### config.mk
export PLATFORM = sky130hd
export DESIGN_NAME = port_pin_state_gpio_pin_mux
export DESIGN_NICKNAME = d
export VERILOG_FILES = /design/src/rtl/port_pin_state_pkg.sv /design/src/rtl/port_pin_state_gpio_pin_mux.sv
export SDC_FILE = /design/constraint.sdc
export NUM_CORES = 1
export LEC_CHECK = 0
export ABC_AREA = 1
export BUFFER_PORTS_ARGS = -buffer_cell sky130_fd_sc_hd__buf_2
export CAP_MARGIN = 20
export CELL_PAD_IN_SITES_DETAIL_PLACEMENT = 1
export CELL_PAD_IN_SITES_GLOBAL_PLACEMENT = 1
export CORE_UTILIZATION = 33
export CTS_CLUSTER_SIZE = 8
export DETAILED_ROUTE_END_ITERATION = 10
export PLACE_DENSITY_LB_ADDON = 0.1
export SYNTH_ARGS = -nofsm -noshare
export SYNTH_HDL_FRONTEND = slang
export SYNTH_SLANG_ARGS = --single-unit
### constraint.sdc
create_clock -name pclk -period 1.8 [get_ports pclk]
set_input_delay 0.09 -clock pclk [delete_from_list [all_inputs] [get_ports pclk]]
set_output_delay 0.09 -clock pclk [all_outputs]
set_load 0.1 [all_outputs]
### src/rtl/port_pin_state_pkg.sv
// Constants, codes and reset values for the eight-pin port with pin muxing.
// Summary of operation
// - A direction bit of one makes its pin output, zero makes it input.
// - Direction register is write-only; reading it returns a fixed filler.
// - Reset and hardware standby clear direction and data; soft standby keeps.
// - Output data register is eight bits, readable and writable.
// - Pin-state read gives data bit where output, live pin where input.
// - Pin-state register ignores writes; software writes the data register.
// - Pin-state holds in soft standby, follows pins after reset or hard standby.
// - Pin functions and selection are the same in every chip mode.
// - Without timer: input, data output, or pattern output by enable bit.
// - Timer owns pin for compare output in normal mode, or phase mode on channels 1 and 2, field set.
// - Channel 1 and 2 pins carry PWM2 output unless clear selects that pin.
// - Channel 0 pins carry PWM2 output unless the clear source names them.
// - PWM1 drives the A or C pin; paired B or D output is disabled.
// - Channel 0 buffer bits disable the D pin timer output.
// - Channel 1 pins feed capture in normal or phase mode with field 10xx, channel 2 pins with field 1xxx.
// - Channel 0 pins feed capture only in normal mode with field 10xx.
// - DMA channel 1 single-address enable puts acknowledge 1 on pin 1.
// - Pin 7 feeds clock D on select 111 of channel 0 or 5, or phase 2+4.
// - Pin 5 feeds clock C on 110 of ch 0/2, 101 of ch 4/5, or phase 2+4.
// - Pin 3 feeds clock B on select 101 of channels 0 to 2, or phase 1+5.
// - Pin 2 feeds clock A on select 100 of any channel, or phase 1+5.
package port_pin_state_pkg;

  // ************************************************************
  // Register map.
  // ************************************************************
  localparam logic [15:0] ADDR_DIRECTION   = 16'hfeb0;
  localparam logic [15:0] ADDR_PIN_STATE   = 16'hff50;
  localparam logic [15:0] ADDR_OUTPUT_DATA = 16'hff60;
  localparam logic [7:0]  DIRECTION_RESET  = 8'h00;
  localparam logic [7:0]  DATA_RESET       = 8'h00;
  localparam logic [31:0] UNDEFINED_READ   = 32'h0000_0000;
  localparam logic [31:0] ZERO_WORD        = 32'h0000_0000;
  localparam logic [7:0]  OE_N_RESET       = 8'hff;

  // ************************************************************
  // Timer unit codes.
  // ************************************************************
  localparam logic [3:0] MODE_NORMAL   = 4'h0;
  localparam logic [1:0] MODE_PHASE_HI = 2'h1;
  localparam logic [3:0] MODE_PWM1     = 4'h2;
  localparam logic [3:0] MODE_PWM2     = 4'h3;
  localparam logic [1:0] IO_OFF_LOW    = 2'h0;
  localparam logic [1:0] IO_CAPTURE_HI = 2'h2;
  localparam logic [2:0] CLR0_PIN_A    = 3'h1;
  localparam logic [2:0] CLR0_PIN_B    = 3'h2;
  localparam logic [2:0] CLR0_PIN_C    = 3'h5;
  localparam logic [2:0] CLR0_PIN_D    = 3'h6;
  localparam logic [1:0] CLR_PIN_A     = 2'h1;
  localparam logic [1:0] CLR_PIN_B     = 2'h2;
  localparam logic [2:0] PSC_CLOCK_A   = 3'h4;
  localparam logic [2:0] PSC_CLOCK_B   = 3'h5;
  localparam logic [2:0] PSC_CLOCK_C   = 3'h6;
  localparam logic [2:0] PSC_CLOCK_C45 = 3'h5;
  localparam logic [2:0] PSC_CLOCK_D   = 3'h7;

  // ************************************************************
  // Pin and external clock positions.
  // ************************************************************
  localparam int PIN_DMA0  = 0;
  localparam int PIN_DMA1  = 1;
  localparam int PIN_CLK_A = 2;
  localparam int PIN_CLK_B = 3;
  localparam int PIN_CLK_C = 5;
  localparam int PIN_CLK_D = 7;
  localparam int CLK_A     = 0;
  localparam int CLK_B     = 1;
  localparam int CLK_C     = 2;
  localparam int CLK_D     = 3;

endpackage

### src/rtl/port_pin_state_gpio_pin_mux.sv
// Eight-pin I/O port with timer, pattern and DMA pin muxing on APB.
`timescale 1ns/1ps
module port_pin_state_gpio_pin_mux (
  input  wire logic        pclk,
  input  wire logic        presetn,
  input  wire logic        clk_en,
  input  wire logic        hw_standby,
  input  wire logic        sw_standby,
  input  wire logic        psel,
  input  wire logic        penable,
  input  wire logic        pwrite,
  input  wire logic [15:0] paddr,
  input  wire logic [31:0] pwdata,
  output logic      [31:0] prdata,
  output logic             pready,
  output logic             pslverr,
  input  wire logic [7:0]  pin_in,
  output logic      [7:0]  pin_out,
  output logic      [7:0]  pin_oe_n,
  input  wire logic [7:0]  timer_out,
  input  wire logic [7:0]  pattern_out,
  input  wire logic [7:0]  pattern_output_enable_high,
  input  wire logic        dma0_single_address_enable,
  input  wire logic        dma1_single_address_enable,
  input  wire logic        dma_acknowledge_0,
  input  wire logic        dma_acknowledge_1,
  input  wire logic [3:0]  chan0_mode,
  input  wire logic [3:0]  chan1_mode,
  input  wire logic [3:0]  chan2_mode,
  input  wire logic [3:0]  chan4_mode,
  input  wire logic [3:0]  chan5_mode,
  input  wire logic        buffer_op_a,
  input  wire logic        buffer_op_b,
  input  wire logic [3:0]  chan0_io_a_control,
  input  wire logic [3:0]  chan0_io_b_control,
  input  wire logic [3:0]  chan0_io_c_control,
  input  wire logic [3:0]  chan0_io_d_control,
  input  wire logic [3:0]  chan1_io_a_control,
  input  wire logic [3:0]  chan1_io_b_control,
  input  wire logic [3:0]  chan2_io_a_control,
  input  wire logic [3:0]  chan2_io_b_control,
  input  wire logic [2:0]  chan0_clear_source,
  input  wire logic [1:0]  chan1_clear_source,
  input  wire logic [1:0]  chan2_clear_source,
  input  wire logic [2:0]  chan0_prescaler_select,
  input  wire logic [2:0]  chan1_prescaler_select,
  input  wire logic [2:0]  chan2_prescaler_select,
  input  wire logic [2:0]  chan3_prescaler_select,
  input  wire logic [2:0]  chan4_prescaler_select,
  input  wire logic [2:0]  chan5_prescaler_select,
  output logic      [7:0]  capture_level,
  output logic      [7:0]  capture_enable,
  output logic      [3:0]  ext_clock_level,
  output logic      [3:0]  ext_clock_enable
);

  // ************************************************************
  // State record.
  // ************************************************************
  typedef struct packed {
    logic [7:0]  direction;
    logic [7:0]  out_data;
    logic [7:0]  sync_first;
    logic [7:0]  sync_second;
    logic [7:0]  pin_state;
    logic [7:0]  drive;
    logic [7:0]  oe_n;
    logic [7:0]  cap_en;
    logic [3:0]  clk_level;
    logic [3:0]  clk_en_bits;
    logic [31:0] rdata;
    logic        ready;
    logic        slverr;
  } state_type;

  state_type state_reg;
  state_type state_next;

  logic [7:0] timer_owns;
  logic [7:0] cap_hit;
  logic [3:0] clk_hit;
  logic       phase_1_5;
  logic       phase_2_4;
  logic       access;
  logic [7:0] pin_view;

  // ************************************************************
  // Timer ownership helpers.
  // ************************************************************
  function automatic logic is_phase(input logic [3:0] mode);
    return mode[3:2] == port_pin_state_pkg::MODE_PHASE_HI;
  endfunction

  function automatic logic owns(input logic [3:0] mode,
                                input logic [3:0] io,
                                input logic       clr_self,
                                input logic       is_ac,
                                input logic       chan0);
    logic io_on;
    logic oc;
    io_on = io[1:0] != port_pin_state_pkg::IO_OFF_LOW;
    oc = ((mode == port_pin_state_pkg::MODE_NORMAL) || (is_phase(mode) && !chan0))
         && !io[3] && io_on;
    return oc
      || ((mode == port_pin_state_pkg::MODE_PWM2) && io_on && !clr_self)
      || ((mode == port_pin_state_pkg::MODE_PWM1) && is_ac && io_on);
  endfunction

  function automatic logic captures(input logic [3:0] mode,
                                    input logic [3:0] io,
                                    input logic       chan0);
    return ((mode == port_pin_state_pkg::MODE_NORMAL) || (is_phase(mode) && !chan0))
           && (io[3:2] == port_pin_state_pkg::IO_CAPTURE_HI);
  endfunction

  // ************************************************************
  // Pin function selection, same in every chip mode.
  // ************************************************************
  always_comb begin
    timer_owns[0] = owns(chan0_mode, chan0_io_a_control,
                         chan0_clear_source == port_pin_state_pkg::CLR0_PIN_A, 1'b1,
                         1'b1);
    timer_owns[1] = owns(chan0_mode, chan0_io_b_control,
                         chan0_clear_source == port_pin_state_pkg::CLR0_PIN_B, 1'b0,
                         1'b1);
    timer_owns[2] = owns(chan0_mode, chan0_io_c_control,
                         chan0_clear_source == port_pin_state_pkg::CLR0_PIN_C, 1'b1,
                         1'b1);
    timer_owns[3] = owns(chan0_mode, chan0_io_d_control,
                         chan0_clear_source == port_pin_state_pkg::CLR0_PIN_D, 1'b0,
                         1'b1) && !buffer_op_a && !buffer_op_b;
    timer_owns[4] = owns(chan1_mode, chan1_io_a_control,
                         chan1_clear_source == port_pin_state_pkg::CLR_PIN_A, 1'b1,
                         1'b0);
    timer_owns[5] = owns(chan1_mode, chan1_io_b_control,
                         chan1_clear_source == port_pin_state_pkg::CLR_PIN_B, 1'b0,
                         1'b0);
    timer_owns[6] = owns(chan2_mode, chan2_io_a_control,
                         chan2_clear_source == port_pin_state_pkg::CLR_PIN_A, 1'b1,
                         1'b0);
    timer_owns[7] = owns(chan2_mode, chan2_io_b_control,
                         chan2_clear_source == port_pin_state_pkg::CLR_PIN_B, 1'b0,
                         1'b0);
    cap_hit[0] = captures(chan0_mode, chan0_io_a_control, 1'b1);
    cap_hit[1] = captures(chan0_mode, chan0_io_b_control, 1'b1);
    cap_hit[2] = captures(chan0_mode, chan0_io_c_control, 1'b1);
    cap_hit[3] = captures(chan0_mode, chan0_io_d_control, 1'b1);
    cap_hit[4] = captures(chan1_mode, chan1_io_a_control, 1'b0);
    cap_hit[5] = captures(chan1_mode, chan1_io_b_control, 1'b0);
    // Channel 2 pins capture in normal or phase mode whenever the top field bit is set.
    cap_hit[6] = captures(chan2_mode, {chan2_io_a_control[3], 3'b000},
                          1'b0);
    cap_hit[7] = captures(chan2_mode, {chan2_io_b_control[3], 3'b000},
                          1'b0);
  end

  // ************************************************************
  // External clock input selection.
  // ************************************************************
  always_comb begin
    phase_1_5 = is_phase(chan1_mode) && is_phase(chan5_mode);
    phase_2_4 = is_phase(chan2_mode) && is_phase(chan4_mode);
    clk_hit[port_pin_state_pkg::CLK_D] =
      (chan0_prescaler_select == port_pin_state_pkg::PSC_CLOCK_D)
      || (chan5_prescaler_select == port_pin_state_pkg::PSC_CLOCK_D)
      || phase_2_4;
    clk_hit[port_pin_state_pkg::CLK_C] =
      (chan0_prescaler_select == port_pin_state_pkg::PSC_CLOCK_C)
      || (chan2_prescaler_select == port_pin_state_pkg::PSC_CLOCK_C)
      || (chan4_prescaler_select == port_pin_state_pkg::PSC_CLOCK_C45)
      || (chan5_prescaler_select == port_pin_state_pkg::PSC_CLOCK_C45)
      || phase_2_4;
    clk_hit[port_pin_state_pkg::CLK_B] =
      (chan0_prescaler_select == port_pin_state_pkg::PSC_CLOCK_B)
      || (chan1_prescaler_select == port_pin_state_pkg::PSC_CLOCK_B)
      || (chan2_prescaler_select == port_pin_state_pkg::PSC_CLOCK_B)
      || phase_1_5;
    clk_hit[port_pin_state_pkg::CLK_A] =
      (chan0_prescaler_select == port_pin_state_pkg::PSC_CLOCK_A)
      || (chan1_prescaler_select == port_pin_state_pkg::PSC_CLOCK_A)
      || (chan2_prescaler_select == port_pin_state_pkg::PSC_CLOCK_A)
      || (chan3_prescaler_select == port_pin_state_pkg::PSC_CLOCK_A)
      || (chan4_prescaler_select == port_pin_state_pkg::PSC_CLOCK_A)
      || (chan5_prescaler_select == port_pin_state_pkg::PSC_CLOCK_A)
      || phase_1_5;
  end

  // ************************************************************
  // Next state.
  // ************************************************************
  always_comb begin
    state_next = state_reg;
    access = psel && penable && state_reg.ready;
    pin_view = (state_reg.direction & state_reg.out_data)
             | (~state_reg.direction & state_reg.sync_second);
    state_next.sync_first  = pin_in;
    state_next.sync_second = state_reg.sync_first;
    state_next.pin_state   = pin_view;
    state_next.ready  = psel && !penable && !state_reg.ready;
    state_next.slverr = 1'b0;
    state_next.rdata  = port_pin_state_pkg::ZERO_WORD;
    if (psel && !penable && !state_reg.ready) begin
      case (paddr)
        port_pin_state_pkg::ADDR_DIRECTION: begin
          state_next.rdata = port_pin_state_pkg::UNDEFINED_READ;
        end
        port_pin_state_pkg::ADDR_PIN_STATE: begin
          state_next.rdata = {24'h00_0000, pin_view};
        end
        port_pin_state_pkg::ADDR_OUTPUT_DATA: begin
          state_next.rdata = {24'h00_0000, state_reg.out_data};
        end
        default: begin
          state_next.slverr = 1'b1;
        end
      endcase
    end
    if (access && pwrite) begin
      case (paddr)
        port_pin_state_pkg::ADDR_DIRECTION: begin
          state_next.direction = pwdata[7:0];
        end
        port_pin_state_pkg::ADDR_OUTPUT_DATA: begin
          state_next.out_data = pwdata[7:0];
        end
        default: begin
          state_next.out_data = state_reg.out_data;
        end
      endcase
    end
    for (int i = 0; i < 8; i++) begin
      if (timer_owns[i]) begin
        state_next.drive[i] = timer_out[i];
        state_next.oe_n[i]  = 1'b0;
      end else if (state_reg.direction[i]) begin
        state_next.drive[i] = pattern_output_enable_high[i] ?
                              pattern_out[i] : state_reg.out_data[i];
        state_next.oe_n[i]  = 1'b0;
      end else begin
        state_next.drive[i] = 1'b0;
        state_next.oe_n[i]  = 1'b1;
      end
    end
    if (dma0_single_address_enable) begin
      state_next.drive[port_pin_state_pkg::PIN_DMA0] = dma_acknowledge_0;
      state_next.oe_n[port_pin_state_pkg::PIN_DMA0]  = 1'b0;
    end
    if (dma1_single_address_enable) begin
      state_next.drive[port_pin_state_pkg::PIN_DMA1] = dma_acknowledge_1;
      state_next.oe_n[port_pin_state_pkg::PIN_DMA1]  = 1'b0;
    end
    state_next.cap_en      = cap_hit;
    state_next.clk_en_bits = clk_hit;
    state_next.clk_level   = {state_reg.sync_second[port_pin_state_pkg::PIN_CLK_D],
                              state_reg.sync_second[port_pin_state_pkg::PIN_CLK_C],
                              state_reg.sync_second[port_pin_state_pkg::PIN_CLK_B],
                              state_reg.sync_second[port_pin_state_pkg::PIN_CLK_A]};
    if (sw_standby) begin
      state_next = state_reg;
    end
    if (hw_standby) begin
      state_next.direction = port_pin_state_pkg::DIRECTION_RESET;
      state_next.out_data  = port_pin_state_pkg::DATA_RESET;
      state_next.oe_n      = port_pin_state_pkg::OE_N_RESET;
      state_next.drive     = 8'h00;
    end
  end

  // ************************************************************
  // State register.
  // ************************************************************
  always_ff @(posedge pclk or negedge presetn) begin
    if (!presetn) begin
      state_reg <= '0;
      state_reg.oe_n <= port_pin_state_pkg::OE_N_RESET;
    end else if (clk_en) begin
      state_reg <= state_next;
    end
  end

  // ************************************************************
  // Outputs.
  // ************************************************************
  assign prdata           = state_reg.rdata;
  assign pready           = state_reg.ready;
  assign pslverr          = state_reg.slverr;
  assign pin_out          = state_reg.drive;
  assign pin_oe_n         = state_reg.oe_n;
  assign capture_level    = state_reg.sync_second;
  assign capture_enable   = state_reg.cap_en;
  assign ext_clock_level  = state_reg.clk_level;
  assign ext_clock_enable = state_reg.clk_en_bits;
endmodule

Word level (Yosys, flattened, before mapping)
Index checks and enable logic that the tools add are counted.
Cells by class
  muxes and demuxes: 54
  bitwise gates (word level): 5
  reduce and logical (&&, ||, !) cells: 121
  equality and inequality tests: 43
Operators with widths (count)
  106-bit 2-to-1 mux: 1
  1-bit logical AND: 53
  3-bit == test, second input constant: 17
  16-bit == test, second input constant: 3
  16-bit 2-to-1 mux: 3
  1-bit 2-to-1 mux: 46
  32-bit 2-to-1 mux: 1
  1-bit logical OR: 29
  4-bit by 2-bit == test with 1-bit output, second input constant: 6
  2-bit nonzero test: 11
  1-bit zero test: 20
  8-bit AND: 2
  2-bit == test, second input constant: 8
  8-bit 2-to-1 mux: 2
  8-bit one-hot mux with 2 select lines: 1
  2-bit by 1-bit == test with 1-bit output, second input constant: 6
  4-bit zero test: 3
  8-bit NOT: 1
  8-bit OR: 1
  4-bit AND reduction: 2
  2-bit AND reduction: 2
  3-bit by 1-bit == test with 1-bit output, second input constant: 1
  3-bit by 2-bit == test with 1-bit output, second input constant: 1
  3-bit OR reduction: 1
  2 further kinds: 2
Word-level totals
  bits in registers: 106
  output and inout port bits: 74
  bits of input ports: 171

Depth between registers and ports, before layout
  word-level depth: 9
  depth in mapped cells: 10
  gate-level depth less buffers: 10

Worst setup path before layout
Ideal clock, no wire load.
  kind: reg-to-reg
  from: register state_reg (netlist bit pready)
  to: register state_reg[100] (netlist name)
  path buffers: 0
  setup time: 0.117 ns
  clock period less this slack: 1.911 ns
  cell stages (with the launch flop): 6
  setup slack: -0.111 ns
  data arrival time: 1.794 ns
  cell sequence: dfrtp_1 -> nand4_1 -> a21oi_4 -> nand2_1 -> nand2_1 -> nand2_1
On the way
  longest elaborated chain between the ends: 4
Ends and longest elaborated chain
  from (decl): line port_pin_state_gpio_pin_mux.sv:76  | state_type state_reg;
  from (signal assigned): line port_pin_state_gpio_pin_mux.sv:277  | state_reg <= state_next;
  1-bit logical AND: line port_pin_state_gpio_pin_mux.sv:193  | access = psel && penable && state_reg.ready;
  1-bit logical AND: line port_pin_state_gpio_pin_mux.sv:218  | if (access && pwrite) begin
  2-bit nonzero test (no source line)
  4-bit AND reduction (no source line)
Every way passes these cells.
A chain may end at the register's enable or synchronous reset.

Worst setup path in the final report
  from: register state_reg (netlist bit pready)
  to: register state_reg[103] (netlist name)
Same word-level chain as after synthesis.

==> metrics.txt <==
status complete, no violations; Setup Crit Path Kind reg2reg; Synth warnings 0; synth top area cells dfrtp_1 36%, nand2_1 16%, buf_4 12%; Min Clock Period, post-route 1.53 ns; Area growth, synth to finish 25.9%; RSZ-0062 raised after global routing false; largest net degree at the start of global routing 43; Slew Viols, Final 0; Cell Area, Synth 0.00456 mm^2; internal power slightly above 3000 uW; Worst slew margin 61.2%; Worst EP required 2.02 ns; Total Wirelength 14.1 mm; final hold vios 0; row count 42; Die ar. 0.0143 mm^2; Worst-Margin Slew 0.580 ns; post-synthesis cell count ~630; Yosys cell types 32; Comb power frac 32.7%; Ports between 200 and 250; Post-synth ARST share 100%; final worst-path cycle share 84.8%; critical path endpoint category flop; total CTS buffers 9; remaining antenna violation count 0; Post-synth EDFFs 0; TritonCTS clock tree yes; CTS Root Cell clkbuf_16; total track usage 20.8%; core area 0.0133 mm^2; share of post-route cells with drive strength above 1 31.1%; first-pass GRT wire length ~23 mm; Commonest cells post-synth 194 x nand2_1, 73 x buf_4, 66 x dfrtp_1; most common cell in the netlist nand2_1; Final Wtd Congestion 0.817; Residual DRC 0; DR iter-0 viols 122; sw frac 41.1%; Port Buffer Count 190; synthesized flop and latch total between 70 and 80; Leak ~0.0032 uW; Mean Syn Cell Area roughly 7.2 um^2; worst setup margin approximately 0.27 ns; CTS resizes 0; biggest area consumer among synthesized cells dfrtp_1; Flop pwr share about 37%; Max clock buf depth 2; DR vias/cell 4.65; total number of H-tree levels 3; via count 4556; antenna cells 0; clock-pin slew on the worst setup and hold paths around 0.060 ns; first-pass iteration count of the detailed router 4; Avg WL per Cell ~14 um; NetSw 2170 uW; Worst-Skew Late Latency 0.34 ns; setup TNS 0 ns; CTS sink count 74; top_reg_cell synth dfrtp_1; clock network fraction of total power 30.8%; PD cells 919 mW/mm^2; register area share after synthesis between 40 and 50%; setup repair bufs after CTS 0; max reg flops 24; peak supply drop about 0.39 mV; worst-path maximum fanout 11; GRT overflow 0; max frequency ~0.66 GHz; maxcap violations 0; Worst Hold Class in2reg; worst clock skew roughly 0.0087 ns; final setup violation count 0; starting density of the core between 30% and 40%; post-DP HPWL 11.2 mm; initial antenna violation count 0; crit path DAT approximately 1.8 ns; Startpoint Class flop; number of global-route vias before repair 4670; final net count 969; DIE HEIGHT ~120 um; Die Wd 120 um; Place WS between 0.2 and 0.25 ns; Hold Buf Count CTS 15; Synth top area share a little over a third
## cell type report
cell class | count | area (um^2)
clock buffer | 11 | 233
clock inverter | 5 | 31.3
fill | 1774 | 7600
inverter | 63 | 236
multi-input combinational | 434 | 1970
sequential | 74 | 1860
tap | 176 | 220
timing repair buffer | 216 | 1200
## metrics by stage
| step | cells | utilization, % | cell area [um^2] | total power (uW) | hold slack (ns) |
|---|---|---|---|---|---|
| 2_1_floorplan | 654 | - | 4650 | 3370 | -0.206 |
| 6_report | 979 | 43.1 | 5750 | 5280 | 0.00500 |
| 5_1_grt | 979 | 43.1 | 5750 | 5530 | 0.0230 |
| 3_5_place_dp | 948 | 40.0 | 5330 | 3680 | 0.0745 |
| 4_1_cts | 979 | 43.1 | 5750 | 5340 | 0.000266 |
| 3_3_place_gp | 948 | 40.0 | 5330 | 3640 | 0.0821 |
## per-layer routing
layer	routed length, um	up-vias	GRT usage [%]
met5	0	-	0
met4	395	0	9.22
met3	725	30	3.37
met2	7080	151	36.7
met1	5950	2121	24.7
li1	-	2254	-
## power groups by stage
stage | Clock (uW) | Combinational, uW | Sequential [uW]
4_1_cts | 1660 | 1740 | 1930
2_1_floorplan | 0 | 1410 | 1960
3_5_place_dp | 0 | 1720 | 1960
5_1_grt | 1730 | 1850 | 1950
3_3_place_gp | 0 | 1690 | 1950
6_report | 1630 | 1730 | 1930
## kinds of logic (layout without fill, tap and decap cells)
| family | Yosys count | count (layout) | synth area share [%] |
|---|---|---|---|
| flops | 74 | 74 | 40.8 |
| compound gates | 63 | 63 | 8.20 |
| simple gates | 347 | 347 | 32.8 |
| other cells | 1 | 24 | 0.0822 |
| buf+inv | 146 | 295 | 18.1 |
## worst paths after layout
path                            slack, ns                  startpoint  depth (start not counted)                            end
worst max-delay path                 0.27          pready$_DFFE_PN0P_                          5     state_reg[103]$_DFFE_PN0P_
worst min-delay path                0.005  dma0_single_address_enable                          4        pin_oe_n[0]$_DFFE_PN1P_
worst max register to register       0.27          pready$_DFFE_PN0P_                          5     state_reg[103]$_DFFE_PN0P_
worst min register to register       0.47   state_reg[87]$_DFFE_PN0P_                          2      state_reg[87]$_DFFE_PN0P_
max in group asynchronous            0.87                     presetn                          3        pin_oe_n[5]$_DFFE_PN1P_
min in group asynchronous            0.25                     presetn                          2  capture_enable[0]$_DFFE_PN0P_
## critical path, cell delays in order, from the launching register on
cell,delay [ns]
dfrtp_2,0.39
nand4_1,0.19
a21oi_4,0.35
nand2_1,0.28
nand2_1,0.14
nand2_1,0.06
## cell usage in the layout (no fill, tap or decap), drive strengths merged, types with 4 or more instances in the layout
cell type	count
a21oi	15
buf	201
clkbuf	11
clkinv	4
conb	24
dfrtp	66
dfstp	8
dlygate4sd3	15
inv	63
nand2	197
nand3	56
nand3b	7
nand4	14
nor2	53
nor3	8
o21ai	37
o41ai	4
or2	10
Power figures use the tool's default switching activity.
